**config.mk**
```make
export PLATFORM = sky130hd
export DESIGN_NAME = apsoj_top
export DESIGN_NICKNAME = d
export VERILOG_FILES = /design/src/apsoj_pkg.sv /design/src/apsoj_axis.sv /design/src/apsoj_top.sv
export SDC_FILE = /design/constraint.sdc
export NUM_CORES = 1
export LEC_CHECK = 0
export BUFFER_PORTS_ARGS = -buffer_cell sky130_fd_sc_hd__buf_2
export CAP_MARGIN = 20
export CORE_AREA = 2 2 205 207
export CTS_CLUSTER_SIZE = 28
export DETAILED_ROUTE_END_ITERATION = 10
export DIE_AREA = 0 0 207 209
export PLACE_DENSITY = 0.66
export SYNTH_ARGS = -nofsm -noshare
export SYNTH_HDL_FRONTEND = slang
export SYNTH_SLANG_ARGS = --single-unit
```
**constraint.sdc**
```tcl
create_clock -name i_clk -period 3.55 [get_ports i_clk]
set_input_delay 0.355 -clock i_clk [delete_from_list [all_inputs] [get_ports i_clk]]
set_output_delay 0.355 -clock i_clk [all_outputs]
set_load 0.01 [all_outputs]
```
**src/apsoj_pkg.sv**
```systemverilog
// Package: constants and carriers for the rate-change and jog command block
// Functional notes
// - Rising command edge arms a position-triggered rate change on the chosen axis; the code arms it only in the accel phase.
// - Armed axis reaching trigger point in motion swaps speed for the new rate.
// - Rate change during deceleration or dwell is ignored, no error code.
// - Axis select zero is the first axis, one the second.
// - Axis select other than zero or one sets error flag, no action.
// - Rising jog edge moves chosen axis to target at configured jog speed.
// - Jog while moving gives code 401, while inhibited 402, no motion.
package apsoj_pkg;

  localparam int          APSOJ_NAXES    = 2;
  localparam logic [15:0] APSOJ_AX_FIRST = 16'h0000;
  localparam logic [15:0] APSOJ_AX_LAST  = 16'h0001;
  localparam logic [15:0] APSOJ_UNIT_POS = 16'h0000;
  localparam logic [31:0] APSOJ_RATE_MAX = 32'h000186a0;
  localparam logic [15:0] APSOJ_ERR_NONE = 16'h0000;
  localparam logic [15:0] APSOJ_ERR_BUSY = 16'h0191;
  localparam logic [15:0] APSOJ_ERR_INH  = 16'h0192;
  localparam logic [31:0] APSOJ_RST_W32  = 32'h00000000;

  typedef enum logic [1:0] {
    APSOJ_PH_IDLE  = 2'b00,
    APSOJ_PH_ACCEL = 2'b01,
    APSOJ_PH_DECEL = 2'b10,
    APSOJ_PH_DWELL = 2'b11
  } apsoj_phase_t;

  // Per-axis motion status from the pulse generator
  typedef struct packed {
    apsoj_phase_t phase;
    logic         inhibit;
    logic [31:0]  cur_pos;
  } apsoj_axis_stat_t;

  // Per-axis command toward the pulse generator
  typedef struct packed {
    logic         rate_load;
    logic [31:0]  rate;
    logic         jog_start;
    logic [31:0]  jog_target;
    logic [31:0]  jog_rate;
  } apsoj_axis_cmd_t;

endpackage

```
**src/apsoj_axis.sv**
```systemverilog
// Per-axis trigger watcher for the armed rate change
`timescale 1ns/100ps
module apsoj_axis
  import apsoj_pkg::*;
(
  // Clock and reset
  input  wire logic              i_clk,
  input  wire logic              i_nrst,
  input  wire logic              i_ce,
  // Arming
  input  wire logic              i_arm,
  input  wire logic [31:0]       i_trig_pos,
  input  wire logic [31:0]       i_rate,
  input  wire apsoj_axis_stat_t  i_stat,
  // Result
  output logic                   o_armed,
  output logic                   o_fire,
  output logic [31:0]            o_rate
);

  logic        armed_r, armed_nxt;
  logic        up_r, up_nxt;
  logic [31:0] pos_r, pos_nxt;
  logic [31:0] rate_r, rate_nxt;
  logic        moving, reached;

  assign moving = (i_stat.phase != APSOJ_PH_IDLE);
  // Direction fixed at arming so the trigger is a crossing, not an equality
  assign reached = up_r ? ($signed(i_stat.cur_pos) >= $signed(pos_r))
                        : ($signed(i_stat.cur_pos) <= $signed(pos_r));

  always_comb begin
    armed_nxt = armed_r;
    up_nxt    = up_r;
    pos_nxt   = pos_r;
    rate_nxt  = rate_r;
    o_fire    = 1'b0;
    if (i_arm) begin
      armed_nxt = 1'b1;
      pos_nxt   = i_trig_pos;
      rate_nxt  = i_rate;
      up_nxt    = ($signed(i_trig_pos) >= $signed(i_stat.cur_pos));
    end else if (armed_r) begin
      if (!moving) begin
        armed_nxt = 1'b0;
      end else if (reached) begin
        o_fire    = 1'b1;
        armed_nxt = 1'b0;
      end
    end
  end

  always_ff @(posedge i_clk or negedge i_nrst) begin
    if (!i_nrst) begin
      armed_r <= 1'b0;
      up_r    <= 1'b0;
      pos_r   <= APSOJ_RST_W32;
      rate_r  <= APSOJ_RST_W32;
    end else if (i_ce) begin
      armed_r <= armed_nxt;
      up_r    <= up_nxt;
      pos_r   <= pos_nxt;
      rate_r  <= rate_nxt;
    end
  end

  assign o_armed = armed_r;
  assign o_rate  = rate_r;

endmodule

```
**src/apsoj_top.sv**
```systemverilog
// Rate-change-at-position and jog command handling for two axes
`timescale 1ns/100ps
module apsoj_top
  import apsoj_pkg::*;
(
  // Clock and reset
  input  wire logic              i_clk,
  input  wire logic              i_nrst,
  input  wire logic              i_ce,
  // Rate change command
  input  wire logic              i_rc_cond,
  input  wire logic [15:0]       i_rc_unit,
  input  wire logic [15:0]       i_rc_axis,
  input  wire logic [31:0]       i_rc_point,
  input  wire logic [31:0]       i_rc_rate,
  // Jog command
  input  wire logic              i_jog_cond,
  input  wire logic [15:0]       i_jog_unit,
  input  wire logic [15:0]       i_jog_axis,
  input  wire logic [31:0]       i_jog_point,
  // Configured jog speed per axis
  input  wire logic [31:0]       i_jog_rate0,
  input  wire logic [31:0]       i_jog_rate1,
  // Axis status
  input  wire apsoj_axis_stat_t  i_stat0,
  input  wire apsoj_axis_stat_t  i_stat1,
  // Axis commands
  output apsoj_axis_cmd_t        o_cmd0,
  output apsoj_axis_cmd_t        o_cmd1,
  // Status
  output logic                   o_instr_error_flag,
  output logic [15:0]            o_err_code0,
  output logic [15:0]            o_err_code1,
  output logic [1:0]             o_armed
);

  //////////////////////////////////////////////////////////////////////////////
  // Edge detection

  logic rc_prev_r, rc_prev_nxt;
  logic jog_prev_r, jog_prev_nxt;
  logic rc_edge, jog_edge;

  assign rc_edge      = i_rc_cond && !rc_prev_r;
  assign jog_edge     = i_jog_cond && !jog_prev_r;
  assign rc_prev_nxt  = i_rc_cond;
  assign jog_prev_nxt = i_jog_cond;

  //////////////////////////////////////////////////////////////////////////////
  // Validation

  logic rc_ax_ok, jog_ax_ok;
  logic err_flag_r, err_flag_nxt;

  // Unit number is not checked; the issuer keeps it at zero
  assign rc_ax_ok  = (i_rc_axis <= APSOJ_AX_LAST);
  assign jog_ax_ok = (i_jog_axis <= APSOJ_AX_LAST);

  always_comb begin
    err_flag_nxt = err_flag_r;
    // Flag reflects the most recent command; cleared by a valid one
    if (rc_edge || jog_edge) begin
      err_flag_nxt = (rc_edge && !rc_ax_ok) || (jog_edge && !jog_ax_ok);
    end
  end

  //////////////////////////////////////////////////////////////////////////////
  // Per axis

  apsoj_axis_stat_t stat [APSOJ_NAXES];
  logic [31:0]      jrate [APSOJ_NAXES];
  apsoj_axis_cmd_t  cmd_r [APSOJ_NAXES];
  apsoj_axis_cmd_t  cmd_nxt [APSOJ_NAXES];
  logic [15:0]      err_r [APSOJ_NAXES];
  logic [15:0]      err_nxt [APSOJ_NAXES];
  logic [1:0]       fire;
  logic [31:0]      frate [APSOJ_NAXES];

  assign stat[0]  = i_stat0;
  assign stat[1]  = i_stat1;
  assign jrate[0] = i_jog_rate0;
  assign jrate[1] = i_jog_rate1;

  genvar g;
  generate
    for (g = 0; g < APSOJ_NAXES; g++) begin : g_ax
      logic sel_rc, sel_jog, rc_ok_phase, arm;

      assign sel_rc  = rc_edge && rc_ax_ok && (i_rc_axis[0] == 1'(g));
      assign sel_jog = jog_edge && jog_ax_ok && (i_jog_axis[0] == 1'(g));
      // Arming is meaningless at rest, so only the accel phase arms
      assign rc_ok_phase = (stat[g].phase == APSOJ_PH_ACCEL);
      assign arm = sel_rc && rc_ok_phase;

      apsoj_axis u_axis (
        .i_clk      (i_clk),
        .i_nrst     (i_nrst),
        .i_ce       (i_ce),
        .i_arm      (arm),
        .i_trig_pos (i_rc_point),
        .i_rate     (i_rc_rate),
        .i_stat     (stat[g]),
        .o_armed    (o_armed[g]),
        .o_fire     (fire[g]),
        .o_rate     (frate[g])
      );

      always_comb begin
        cmd_nxt[g]           = cmd_r[g];
        cmd_nxt[g].rate_load = fire[g];
        cmd_nxt[g].jog_start = 1'b0;
        err_nxt[g]           = err_r[g];
        if (fire[g]) begin
          cmd_nxt[g].rate = frate[g];
        end
        if (sel_jog) begin
          if (stat[g].phase != APSOJ_PH_IDLE) begin
            err_nxt[g] = APSOJ_ERR_BUSY;
          end else if (stat[g].inhibit) begin
            err_nxt[g] = APSOJ_ERR_INH;
          end else begin
            err_nxt[g]            = APSOJ_ERR_NONE;
            cmd_nxt[g].jog_start  = 1'b1;
            cmd_nxt[g].jog_target = i_jog_point;
            cmd_nxt[g].jog_rate   = jrate[g];
          end
        end
      end

      always_ff @(posedge i_clk or negedge i_nrst) begin
        if (!i_nrst) begin
          cmd_r[g] <= '0;
          err_r[g] <= APSOJ_ERR_NONE;
        end else if (i_ce) begin
          cmd_r[g] <= cmd_nxt[g];
          err_r[g] <= err_nxt[g];
        end
      end
    end
  endgenerate

  always_ff @(posedge i_clk or negedge i_nrst) begin
    if (!i_nrst) begin
      rc_prev_r  <= 1'b0;
      jog_prev_r <= 1'b0;
      err_flag_r <= 1'b0;
    end else if (i_ce) begin
      rc_prev_r  <= rc_prev_nxt;
      jog_prev_r <= jog_prev_nxt;
      err_flag_r <= err_flag_nxt;
    end
  end

  assign o_cmd0             = cmd_r[0];
  assign o_cmd1             = cmd_r[1];
  assign o_err_code0        = err_r[0];
  assign o_err_code1        = err_r[1];
  assign o_instr_error_flag = err_flag_r;

  //////////////////////////////////////////////////////////////////////////////
  // Assertions

  property p_edge_once;
    @(posedge i_clk) disable iff (!i_nrst)
    (i_ce && rc_edge) |=> !rc_edge;
  endproperty
  a_edge_once: assert property (p_edge_once) else $error("edge seen twice");

  property p_bad_axis;
    @(posedge i_clk) disable iff (!i_nrst)
    (i_ce && jog_edge && !rc_edge && !jog_ax_ok) |=> o_instr_error_flag;
  endproperty
  a_bad_axis: assert property (p_bad_axis) else $error("bad axis no flag");

  property p_bad_no_jog;
    @(posedge i_clk) disable iff (!i_nrst)
    (i_ce && jog_edge && !jog_ax_ok) |=> !o_cmd0.jog_start && !o_cmd1.jog_start;
  endproperty
  a_bad_no_jog: assert property (p_bad_no_jog) else $error("bad axis jogged");

  property p_jog_busy;
    @(posedge i_clk) disable iff (!i_nrst)
    (i_ce && g_ax[0].sel_jog && i_stat0.phase != APSOJ_PH_IDLE)
      |=> o_err_code0 == APSOJ_ERR_BUSY && !o_cmd0.jog_start;
  endproperty
  a_jog_busy: assert property (p_jog_busy) else $error("busy jog not refused");

  property p_jog_inh;
    @(posedge i_clk) disable iff (!i_nrst)
    (i_ce && g_ax[1].sel_jog && i_stat1.phase == APSOJ_PH_IDLE && i_stat1.inhibit)
      |=> o_err_code1 == APSOJ_ERR_INH && !o_cmd1.jog_start;
  endproperty
  a_jog_inh: assert property (p_jog_inh) else $error("inhibited jog not refused");

  property p_jog_go;
    @(posedge i_clk) disable iff (!i_nrst)
    (i_ce && g_ax[0].sel_jog && i_stat0.phase == APSOJ_PH_IDLE && !i_stat0.inhibit)
      |=> o_cmd0.jog_start && o_cmd0.jog_target == $past(i_jog_point)
          && o_cmd0.jog_rate == $past(i_jog_rate0);
  endproperty
  a_jog_go: assert property (p_jog_go) else $error("jog not started");

  property p_rc_ignored;
    @(posedge i_clk) disable iff (!i_nrst)
    (i_ce && g_ax[0].sel_rc && i_stat0.phase inside {APSOJ_PH_DECEL, APSOJ_PH_DWELL}
      && !o_armed[0] && !g_ax[0].sel_jog) |=> !o_armed[0] && $stable(o_err_code0);
  endproperty
  a_rc_ignored: assert property (p_rc_ignored) else $error("decel arm not ignored");

  property p_rc_arm;
    @(posedge i_clk) disable iff (!i_nrst)
    (i_ce && g_ax[1].sel_rc && i_stat1.phase == APSOJ_PH_ACCEL) |=> o_armed[1];
  endproperty
  a_rc_arm: assert property (p_rc_arm) else $error("rate change not armed");

  property p_rc_fire;
    @(posedge i_clk) disable iff (!i_nrst)
    (i_ce && fire[1]) |=> o_cmd1.rate_load && o_cmd1.rate == $past(frate[1]) && !o_armed[1];
  endproperty
  a_rc_fire: assert property (p_rc_fire) else $error("rate not loaded");

  c_jog:  cover property (@(posedge i_clk) disable iff (!i_nrst) o_cmd0.jog_start);
  c_fire: cover property (@(posedge i_clk) disable iff (!i_nrst) o_cmd1.rate_load);
  c_err:  cover property (@(posedge i_clk) disable iff (!i_nrst) o_instr_error_flag);

endmodule

```
==> impl_results.md <==
* Hold Crit Class: primary input to register
* Starting Density at 0.392
* GRT busiest layer: met2
* CTS Buf Count at 37
* Netlist Area Pre-Place at ~16,000 sq um
* GR Layer Usage met3 at 0.0481
* Final period util at 0.905
* Hold Violations, Final at 0
* Sequential fraction of the synthesis area at 0.522
* Number of global-route vias before repair at 12.4k
* GRT Residual Overflow at 0
* Placed Area at 19,200 sq um
* Avg WL per Cell at 18.6 um
* PD cells at 399 nW/um^2
* Area grow syn2layout at 27.6%
* Fill count at 3,767
* Die Wd at 207 um
* Slew headroom at 0.508
* Min cycle time layout at 3.21 ns
* Leak at 11.8 nW
* Ys async rst share at 1.00
* Clock Sink Count at 337
* Initial antenna violation count at 8
* First-pass GRT wire length at 70.5 mm
* Peak VDD IR at 379 uV
* Post-CTS resize count at 0
* DRT Wirelength at approximately 46 mm
* ANT nets after route at 0
* Post-Syn Instances at about 1.4k
* DRT iter0 DRCs at 489
* CP Class: register to register
* Clock Skew at 0.0257 ns
* Commonest non-fill, non-tap cells in the layout: 474 x buf_2, 337 x dfrtp_1, 250 x mux2_2, 149 x nand2_1, 144 x inv_1
* Status: finished clean
* Post-CTS setup buffers at 0
* Cts hold-fix bufs at 26
* Vias/cell at between 4 and 5
* Clock buffer depth at 3
* DP HPWL at 35.2 mm
* Post-layout instance area at 20,600 sq um
* CTS root buf: clkbuf_16
* Dominant synthesized flop cell: dfrtp_1
* CP startpoint kind: register
* CP peak stage delay at 0.53 ns
* Total GRT Usage at 0.208
* Largest net degree at the start of global routing at 95
* Most common cell after layout, fill and taps aside: buf_2
* CTS H-Tree Depth at 2
* Max Freq at 0.311 GHz
* Nets at 2,304
* Slowest-stage cell, CP: o211ai_4
* Layout cells sized above 1 at 0.428
* Clk Latency, worst-skew pair at approximately 0.55 ns
* Worst EP required at between 3 and 4 ns
* M1 GR Usage at 0.256
* YS warnings at 0
* Reg2reg path depth at 9
* Worst setup EP type: register
* Overall Power at around 8 mW
* FP Rows at 75
* Max-slew violation count at 0
* Hold depth at 2
* Met2 Use GR at 0.365
* Die ar. at 43,300 sq um
* Final setup fails at 0
* Die height at 209 um
* #FFs+latches synth at 337
* Setup tns final at 0 ns
* Input/output buffers at 475
* GPL Wtd Cong at 0.905
* Io pins at 530
* Max Cap Viol at 0
* RSZ-0062 raised after global routing: no
* Clock-pin slew on the worst setup and hold paths at about 0.06 ns
* Netlist cell types at 53
* CTS tree: done
* Detailed-route DRC error count at 0
* Avg Inst Size Synth at 11.9 sq um
* Worst Max-Slew Pin Slew at 0.738 ns
* Vias post-DR at 12.0k
* Number of flops mapped to enable cells by yosys at 0
* Drt first pass iters at 5
* Largest fanout on the critical path at 15
* Worst-path cell chain: inv_1, ha_1, nand4_1, or3_1, o221a_2, o21a_1, o211ai_4, buf_4, mux2_2
* Core box area at around 41,000 sq um
* CP arrival at 3.63 ns
==> per-stage QoR <==
step	hold WS, ns	std cells	utilization	worst slack [ns]
6_report	0.0303	2443	0.500	0.336
2_1_floorplan	0.0594	1380	-	1.04
5_1_grt	0.0114	2443	0.500	0.156
3_3_place_gp	0.436	2351	0.465	0.217
3_5_place_dp	0.443	2351	0.465	0.192
4_1_cts	0.000448	2442	0.500	0.285
==> flip-flops by register name (all words and copies together), names as in the netlist <==
name                 flops
g_ax.u_axis.o_armed      2
g_ax.u_axis.o_rate      64
o_cmd1                  98
o_err_code1              3
o_cmd0                  98
o_instr_error_flag       1
g_ax.u_axis.up_r         2
jog_prev_r               1
o_err_code0              3
g_ax.u_axis.pos_r       64
rc_prev_r                1
==> power breakdown <==
| part | switching, mW | leakage (nW) | internal [mW] |
|---|---|---|---|
| combinational | 0.342 | 6.68 | 0.256 |
| sequential | 0.00219 | 4.54 | 3.85 |
| clock | 1.57 | 0.580 | 2.22 |
| total | 1.91 | 11.8 | 6.32 |
==> worst max-delay path: cells and delay by family (launching register included) <==
| family | cells | cell delay (ns) |
|---|---|---|
| AND/OR/NAND/NOR | 2 | 0.63 |
| flip-flops | 1 | 0.33 |
| AO/OA/AOI/OAI | 3 | 1.11 |
| buffers and inverters | 2 | 0.38 |
| multiplexers | 1 | 0.36 |
| adder cells (fa/ha/maj) | 1 | 0.31 |
==> path summary, 6_finish.rpt <==
kind,startpoint,to,slack [ns]
max,g_ax[1].u_axis.pos_r[7],o_cmd1[65],0.34
min,i_jog_rate1[5],o_cmd1[5],0.03
max reg2reg,g_ax[1].u_axis.pos_r[7],o_cmd1[65],0.34
min reg2reg,g_ax[1].u_axis.o_rate[11],g_ax[1].u_axis.o_rate[11],0.47
max in group asynchronous,i_nrst,g_ax[1].u_axis.o_rate[9],2.17
min in group asynchronous,i_nrst,o_cmd1[14],0.41
==> layout make-up <==
class | count | area (sq um) | area share
clock inverter | 11 | 141 | 0.00685
antenna | 1 | 2.50 | 0.000121
inverter | 145 | 544 | 0.0264
timing repair buffer | 527 | 2960 | 0.143
tap | 539 | 674 | 0.0327
multi-input combinational | 829 | 6830 | 0.331
clock buffer | 54 | 1050 | 0.0509
sequential | 337 | 8430 | 0.409
==> logic make-up (layout without fill, tap and decap cells) <==
kind of cell             count (synthesis)  after routing  share of synthesized area
AO/OA/AOI/OAI                          158            158                     0.0619
XOR/XNOR                                 2              2                    0.00108
adder cells (fa/ha/maj)                128            128                     0.0991
buffers and inverters                  214            737                     0.0609
flip-flops                             337            337                      0.522
multiplexers                           260            260                      0.181
other                                    1             23                   0.000232
AND/OR/NAND/NOR                        259            259                     0.0741
==> layer usage <==
metal  routed length, um  vias to the layer above
met1               19000                     5905
met4                1020                       10
met5                  62                        -
li1                    -                     5668
met3                2440                       71
met2               23000                      341
==> synth_stat cells (all sizes together) (3+ instances only) <==
library cell / n / area, sq um
clkbuf: 16 / 60.1
nor2b: 7 / 43.8
o21ai: 53 / 265
buf: 53 / 380
ha: 128 / 1600
nor2: 18 / 67.6
nand2: 149 / 559
dfrtp: 337 / 8430
a21o: 19 / 143
nor3b: 3 / 22.5
nor3: 12 / 60.1
a211oi: 7 / 52.6
nand2b: 3 / 18.8
nand4: 25 / 156
and4: 5 / 43.8
or3: 3 / 18.8
inv: 144 / 541
a21oi: 43 / 215
nand3: 15 / 75.1
o21a: 9 / 67.6
o211ai: 7 / 90.1
nor4: 9 / 56.3
mux2: 259 / 2920
a21boi: 4 / 30.0
Note: power is estimated with default switching activity, not from simulation.
